File: config.mk
export PLATFORM = sky130hd
export DESIGN_NAME = pfd_regs
export DESIGN_NICKNAME = d
export VERILOG_FILES = /design/src/design/pfd_bank.v /design/src/design/pfd_regs.v
export VERILOG_INCLUDE_DIRS = /design/src /design/src/design
export SDC_FILE = /design/constraint.sdc
export NUM_CORES = 1
export LEC_CHECK = 0
export BUFFER_PORTS_ARGS = -buffer_cell sky130_fd_sc_hd__buf_2
export CORE_ASPECT_RATIO = 0.9
export CORE_MARGIN = 4
export CORE_UTILIZATION = 50
export DETAILED_ROUTE_END_ITERATION = 8
export GPL_ROUTABILITY_DRIVEN = 0
export PLACE_DENSITY = 0.76
export SLEW_MARGIN = 20
export SYNTH_ARGS = -nofsm -noshare
export SYNTH_HDL_FRONTEND = slang
export SYNTH_SLANG_ARGS = --single-unit
File: constraint.sdc
create_clock -name sys_clk -period 6.86 [get_ports sys_clk]
set_clock_uncertainty 0.05 [all_clocks]
set_input_delay 1.372 -clock sys_clk [delete_from_list [all_inputs] [get_ports sys_clk]]
set_output_delay 1.372 -clock sys_clk [all_outputs]
set_load 0.05 [all_outputs]
File: src/design/pfd_consts.vh
// constants for the pll feedback divider register bank
// assumes byte registers on a 32-bit apb word grid (byte address = 4 * index)
`ifndef PFD_CONSTS_VH
`define PFD_CONSTS_VH

// ----------------------------------------
// register indices
// ----------------------------------------
`define PFD_IDX_DIV_BYTE9     6'h29
`define PFD_IDX_DIV_BYTE10    6'h2A
`define PFD_IDX_DIV_TOP       6'h2B
`define PFD_IDX_DEN_BYTE1     6'h2C
`define PFD_IDX_DEN_BYTE2     6'h2D
`define PFD_IDX_DEN_BYTE3     6'h2E
`define PFD_IDX_DEN_BYTE4     6'h2F
`define PFD_IDX_BANK_SELECT   6'h3C
`define PFD_IDX_STATUS        6'h3D

// ----------------------------------------
// byte slots inside one bank
// ----------------------------------------
`define PFD_SLOT_DIV_BYTE9    3'h0
`define PFD_SLOT_DIV_BYTE10   3'h1
`define PFD_SLOT_DIV_TOP      3'h2
`define PFD_SLOT_DEN_BYTE1    3'h3
`define PFD_SLOT_DEN_BYTE2    3'h4
`define PFD_SLOT_DEN_BYTE3    3'h5
`define PFD_SLOT_DEN_BYTE4    3'h6
`define PFD_NUM_SLOTS         7
`define PFD_SLOT_NONE         4'h8

// ----------------------------------------
// fields and reset values
// ----------------------------------------
`define PFD_DIV_TOP_MASK      8'h7F
`define PFD_RST_DIV_BYTE      8'h00
`define PFD_RST_DEN_BYTE1     8'h01
`define PFD_RST_DEN_BYTE      8'h00
`define PFD_RST_BANK_SELECT   8'h00
`define PFD_STATUS_DEN_ZERO   0
`define PFD_DIV_HIGH_W        23
`define PFD_DEN_W             32

`endif

File: src/design/pfd_bank.v
// one bank of feedback divider byte registers for a single pll instance
// assumes the caller decodes the address into a slot and gates wr_en by bank
`timescale 1ns/100ps
`default_nettype none
`include "pfd_consts.vh"

module pfd_bank (
   input  wire        sys_clk,
   input  wire        sys_rst,
   input  wire        wr_en,
   input  wire [2:0]  wr_slot,
   input  wire [7:0]  wr_data,
   input  wire [2:0]  rd_slot,
   output wire [7:0]  rd_data,
   output wire [22:0] fb_divider_high,
   output wire [31:0] fb_denominator
);

   reg [7:0] byte_reg [0:`PFD_NUM_SLOTS-1];
   integer   i;

   // ----------------------------------------
   // byte storage
   // ----------------------------------------
   always @(posedge sys_clk) begin
      if (sys_rst) begin
         for (i = 0; i < `PFD_NUM_SLOTS; i = i + 1) begin
            byte_reg[i] <= `PFD_RST_DIV_BYTE;
         end
         byte_reg[`PFD_SLOT_DEN_BYTE1] <= `PFD_RST_DEN_BYTE1;
      end else if (wr_en) begin
         byte_reg[wr_slot] <= wr_data;
      end
   end

   assign rd_data = byte_reg[rd_slot];

   // bytes concatenate in ascending address order
   assign fb_divider_high = {byte_reg[`PFD_SLOT_DIV_TOP][6:0],
                             byte_reg[`PFD_SLOT_DIV_BYTE10],
                             byte_reg[`PFD_SLOT_DIV_BYTE9]};
   assign fb_denominator  = {byte_reg[`PFD_SLOT_DEN_BYTE4], byte_reg[`PFD_SLOT_DEN_BYTE3],
                             byte_reg[`PFD_SLOT_DEN_BYTE2], byte_reg[`PFD_SLOT_DEN_BYTE1]};

endmodule
`default_nettype wire

File: src/design/pfd_regs.v
// apb register bank for the pll feedback divider, one byte bank per pll instance
// assumes an apb master on sys_clk; the pll core reads the per-bank values
// assumes software keeps every denominator nonzero; the zero flag only reports a slip
`timescale 1ns/100ps
`default_nettype none
`include "pfd_consts.vh"

module pfd_regs #(
   parameter NUM_BANKS = 2,
   parameter BANK_W    = 1
) (
   input  wire                               sys_clk,
   input  wire                               sys_rst,
   input  wire                               psel,
   input  wire                               penable,
   input  wire                               pwrite,
   input  wire [7:0]                         paddr,
   input  wire [31:0]                        pwdata,
   output reg  [31:0]                        prdata,
   output reg                                pready,
   output reg                                pslverr,
   output wire [NUM_BANKS*23-1:0]            fb_divider_high_all,
   output wire [NUM_BANKS*32-1:0]            fb_denominator_all,
   output reg  [NUM_BANKS-1:0]               fb_den_zero
);

   // ----------------------------------------
   // address decode
   // ----------------------------------------
   function [3:0] pfd_slot;
      input [5:0] idx;
      begin
         case (idx)
            `PFD_IDX_DIV_BYTE9:  pfd_slot = {1'b0, `PFD_SLOT_DIV_BYTE9};
            `PFD_IDX_DIV_BYTE10: pfd_slot = {1'b0, `PFD_SLOT_DIV_BYTE10};
            `PFD_IDX_DIV_TOP:    pfd_slot = {1'b0, `PFD_SLOT_DIV_TOP};
            `PFD_IDX_DEN_BYTE1:  pfd_slot = {1'b0, `PFD_SLOT_DEN_BYTE1};
            `PFD_IDX_DEN_BYTE2:  pfd_slot = {1'b0, `PFD_SLOT_DEN_BYTE2};
            `PFD_IDX_DEN_BYTE3:  pfd_slot = {1'b0, `PFD_SLOT_DEN_BYTE3};
            `PFD_IDX_DEN_BYTE4:  pfd_slot = {1'b0, `PFD_SLOT_DEN_BYTE4};
            default:             pfd_slot = `PFD_SLOT_NONE;
         endcase
      end
   endfunction

   // misaligned byte lanes are refused rather than folded onto the word
   reg  [7:0]             bank_select_reg;
   wire [5:0]             reg_idx      = paddr[7:2];
   wire                   aligned      = (paddr[1:0] == 2'h0);
   wire [3:0]             slot         = pfd_slot(reg_idx);
   wire                   is_byte      = aligned && !slot[3];
   wire                   is_bank_sel  = aligned && (reg_idx == `PFD_IDX_BANK_SELECT);
   wire                   is_status    = aligned && (reg_idx == `PFD_IDX_STATUS);
   wire                   bank_ok      = (bank_select_reg < NUM_BANKS);
   wire [BANK_W-1:0]      bank         = bank_select_reg[BANK_W-1:0];
   wire                   access_ok    = (is_byte && bank_ok) || is_bank_sel || (is_status && !pwrite);
   wire                   wr_commit    = psel && penable && pready && pwrite && access_ok;
   wire [7:0]             wr_byte      = (slot[2:0] == `PFD_SLOT_DIV_TOP) ?
                                         (pwdata[7:0] & `PFD_DIV_TOP_MASK) : pwdata[7:0];
   wire [NUM_BANKS*8-1:0] bank_rd_all;

   // ----------------------------------------
   // per-pll byte banks
   // ----------------------------------------
   // the core uses the truncate position only in the remainder-over-denominator form,
   // so the denominator goes out whole and untouched in every case, with no form select here
   genvar g;
   generate
      for (g = 0; g < NUM_BANKS; g = g + 1) begin : g_bank
         pfd_bank u_bank (
            .sys_clk         (sys_clk),
            .sys_rst         (sys_rst),
            .wr_en           (wr_commit && is_byte && (bank == g)),
            .wr_slot         (slot[2:0]),
            .wr_data         (wr_byte),
            .rd_slot         (slot[2:0]),
            .rd_data         (bank_rd_all[g*8 +: 8]),
            .fb_divider_high (fb_divider_high_all[g*23 +: 23]),
            .fb_denominator  (fb_denominator_all[g*32 +: 32])
         );
      end
   endgenerate

   // ----------------------------------------
   // bank select register
   // ----------------------------------------
   // any value is stored; one at or above NUM_BANKS parks the byte window so accesses are refused
   reg [7:0] bank_select_next;
   always @* begin
      bank_select_next = bank_select_reg;
      if (wr_commit && is_bank_sel) begin
         bank_select_next = pwdata[7:0];
      end
   end

   always @(posedge sys_clk) begin
      if (sys_rst) begin
         bank_select_reg <= `PFD_RST_BANK_SELECT;
      end else begin
         bank_select_reg <= bank_select_next;
      end
   end

   // ----------------------------------------
   // denominator zero flags
   // ----------------------------------------
   // a zero divisor leaves the pll undefined, so the flag lets the core hold off
   // the flag trails the bytes by one cycle and also sees half-written values
   function pfd_den_is_zero;
      input [`PFD_DEN_W-1:0] den;
      begin
         pfd_den_is_zero = (den == {`PFD_DEN_W{1'b0}});
      end
   endfunction

   reg     [NUM_BANKS-1:0] den_zero_next;
   integer                 b;
   always @* begin
      den_zero_next = {NUM_BANKS{1'b0}};
      for (b = 0; b < NUM_BANKS; b = b + 1) begin
         den_zero_next[b] = pfd_den_is_zero(fb_denominator_all[b*32 +: 32]);
      end
   end

   always @(posedge sys_clk) begin
      if (sys_rst) begin
         fb_den_zero <= {NUM_BANKS{1'b0}};
      end else begin
         fb_den_zero <= den_zero_next;
      end
   end

   // ----------------------------------------
   // read multiplexer
   // ----------------------------------------
   // unmapped and refused reads return zero so no stale byte leaks out
   reg [31:0] rd_word;
   always @* begin
      rd_word = 32'h0000_0000;
      if (is_byte && bank_ok) begin
         rd_word[7:0] = bank_rd_all[bank*8 +: 8];
      end else if (is_bank_sel) begin
         rd_word[7:0] = bank_select_reg;
      end else if (is_status && bank_ok) begin
         rd_word[`PFD_STATUS_DEN_ZERO] = fb_den_zero[bank];
      end
   end

   // ----------------------------------------
   // apb response
   // ----------------------------------------
   // no wait state: the answer is registered at the setup edge so all outputs are flops
   // the price is a fixed second cycle per transfer, which the master sees through pready
   localparam [1:0] RSP_NONE   = 2'h0;
   localparam [1:0] RSP_OKAY   = 2'h1;
   localparam [1:0] RSP_REFUSE = 2'h2;

   reg [1:0]  rsp_kind;
   reg        pready_next;
   reg        pslverr_next;
   reg [31:0] prdata_next;

   // only the setup cycle produces an answer; the access cycle always falls back to none
   always @* begin
      rsp_kind = RSP_NONE;
      if (psel && !penable) begin
         if (access_ok) begin
            rsp_kind = RSP_OKAY;
         end else begin
            rsp_kind = RSP_REFUSE;
         end
      end
   end

   always @* begin
      pready_next  = 1'b0;
      pslverr_next = 1'b0;
      prdata_next  = prdata;
      case (rsp_kind)
         RSP_NONE: begin
            pready_next  = 1'b0;
            pslverr_next = 1'b0;
         end
         RSP_OKAY: begin
            pready_next  = 1'b1;
            pslverr_next = 1'b0;
            prdata_next  = pwrite ? 32'h0000_0000 : rd_word;
         end
         RSP_REFUSE: begin
            pready_next  = 1'b1;
            pslverr_next = 1'b1;
            prdata_next  = 32'h0000_0000;
         end
         default: begin
            pready_next  = 1'b0;
            pslverr_next = 1'b0;
         end
      endcase
   end

   always @(posedge sys_clk) begin
      if (sys_rst) begin
         pready  <= 1'b0;
         pslverr <= 1'b0;
         prdata  <= 32'h0000_0000;
      end else begin
         pready  <= pready_next;
         pslverr <= pslverr_next;
         prdata  <= prdata_next;
      end
   end

endmodule
`default_nettype wire

==> metrics <==
crit path capture type flip-flop; post-synthesis async set-or-reset flop share 0; Hold Crit Class flip-flop to flip-flop; number of global-route vias before repair 5827; drt pass-1 iters 5; gr usage total 0.2774; Critical Path Max Stage Delay 1.01 ns; crit-path cells buf_2 > and3b_2 > nand3_1 > nor2_1 > nand2_1 > nand2_1; Post-Synthesis Cells 740; Area contributors post-synth edfxtp_1 39%, dfxtp_1 14%, nand2_1 6.9%; worst-margin pin slew 0.9925 ns; Fillers 1222; most frequent CP cell nand2_1; top fanout value on the critical path 23; required time of the critical path 6.90 ns; max-capacitance violation count 0; Post-CTS Setup Inserts 0; CTS Root Cell clkbuf_16; antenna violations before repair 0; cell accounting for the most synthesized area edfxtp_1; DRT iter0 DRCs 878; Congestion Overflow GR 0; setup_tns 0 ns; Fmax 245.3 MHz; DIE HEIGHT 123.4 um; Die Wd 136.3 um; drt drc 0; Multi-input gate area 3120 um2; depth of the worst hold-timing path 2; initial core utilization 0.5191; pin count of the biggest net entering global routing 34; Max Buffers Root-to-Sink 2; final worst slack 2.784 ns; unique cell type count in the Yosys netlist 59; Synth Register Bits 147; Vias 6453; RSZ-0062 raised after global routing no; DP Wirelength 16250 um; status finished, final reports clean; Routed WL per cell 21.80 um; Cells after DPL 1035; final wirelength 23280 um; FF/Latch Area 3894 um2; clock sinks 147; LEAKAGE 0.003678 uW; commonest non-fill, non-tap cell in the layout buf_2; Syn-to-layout area delta 17.20%; Std-Cell Rows 41; Via density 6.042; Reg clk slew, reported paths 0.06 ns; YS warnings 0; post-synth top area share 0.3853; Worst-Skew Late Latency 0.43 ns; antenna cell count 0; CTS Buf Count 17; max reg flops 127; Final Non-Filler Cells 1068; EDFF count, synth 95; core area 14260 um2; P per Cell Area 252.8 nW/um2; Final ANT Viol Nets 0; final slew viol count 0; I/O Pins 191; setup violators final 0; Reg2Reg Depth 5; post-route minimum period 4.076 ns; Crit Path Class input port to flip-flop; cell area after placement 8024 um2; Max H-tree Level 4; first-pass GRT wire length 34650 um; Period Utilization, post-route 0.5942; die area 16820 um2; sequential share of the synthesized area 0.5259; IR Drop Worst-Case VDD 0.1726 mV; Crit path arrival time 4.12 ns; port bufs 142; share of cells above drive strength 1 0.2446; Cell Area, Synth 7403 um2; final instance area 8677 um2; post-CTS sizing 0; pre-CTS setup slack 2.394 ns; worst hold margin 0.4256 ns; TritonCTS clock tree yes; crit start category input port; Hold Buf Count CTS 0; Most used DFF post-synth edfxtp_1; Post-layout nets 907; max_slew headroom 0.3383; Final Hold Viols 0; Mean Syn Cell Area 10.00 um2; crit path max-delay cell type nor2_1; most frequent cells in the layout 142 x buf_2, 136 x nand2_1, 95 x edfxtp_1
## synthesized netlist by cell type, types with 2 or more instances
| master | n |
|---|---|
| a31oi_1 | 2 |
| a311o_1 | 8 |
| and3_1 | 36 |
| edfxtp_1 | 95 |
| buf_6 | 5 |
| nand2_2 | 2 |
| and2_1 | 39 |
| o41ai_1 | 2 |
| o211ai_1 | 7 |
| a21oi_1 | 27 |
| inv_1 | 4 |
| and2_2 | 8 |
| buf_2 | 10 |
| a32oi_1 | 15 |
| nand2_1 | 137 |
| nor2_1 | 23 |
| nand2b_1 | 4 |
| nor3_1 | 3 |
| or3_1 | 10 |
| or4_1 | 3 |
| nand3_2 | 2 |
| nand3_1 | 24 |
| a211oi_1 | 8 |
| a21o_1 | 8 |
| o31ai_1 | 3 |
| nor2b_1 | 3 |
| o21ai_0 | 43 |
| a22oi_1 | 15 |
| dfxtp_1 | 52 |
| clkbuf_1 | 28 |
| or2_2 | 3 |
| nor4_4 | 4 |
| mux2i_1 | 8 |
| a21oi_2 | 2 |
| nor4_1 | 17 |
| a211o_1 | 7 |
| buf_4 | 41 |
| nand4_1 | 11 |
## kinds of logic (layout without fill, tap and decap cells)
group | Yosys count | after routing | share of synthesized area
buf+inv | 90 | 185 | 0.07470
other cells | 1 | 41 | 0.0005065
mux | 9 | 9 | 0.01234
compound gates | 151 | 151 | 0.1366
flops | 147 | 147 | 0.5259
simple gates | 342 | 342 | 0.2500
## worst paths after layout
path | from | slack, ns | endpoint
max reg2reg | bank_select_reg[2] | 4.28 | g_bank[0].u_bank.byte_reg[4][4]
min | prdata[0] | 0.43 | prdata[0]
min reg2reg | prdata[0] | 0.43 | prdata[0]
max | paddr[6] | 2.78 | g_bank[1].u_bank.byte_reg[2][7]
## routing by layer
metal | wire length, um | GRT usage
met1 | 9514 | 0.4052
met2 | 10240 | 0.4081
met3 | 3180 | 0.08177
met4 | 347 | 0.06486
met5 | 0 | 0
## power breakdown
group / internal [uW] / switching [uW] / total, uW
logic: 34.9 / 167 / 202
clock network: 641 / 375 / 1020
registers: 960 / 15.1 / 975
## stage by stage
stage | power (uW) | util
floorplan | 1151 | -
global placement | 1190 | 0.5626
detailed placement | 1191 | 0.5626
CTS | 2185 | 0.6075
global route | 2241 | 0.6084
finish | 2193 | 0.6084
## critical path, delay by kind of cell
family | cells | cell delay [ns]
and+or+nand+nor | 5 | 2.62
buffers and inverters | 1 | 0.12
## final cells by class
cell class              count  share of cell area
flip-flops and latches    147              0.4487
clock inverters            15             0.02466
well taps                 193             0.02783
repair buffers            149             0.08839
clock buffers              17             0.04903
multi-input cells         543              0.3596
inverters                   4            0.001730
(Power assumes the default switching activity.)
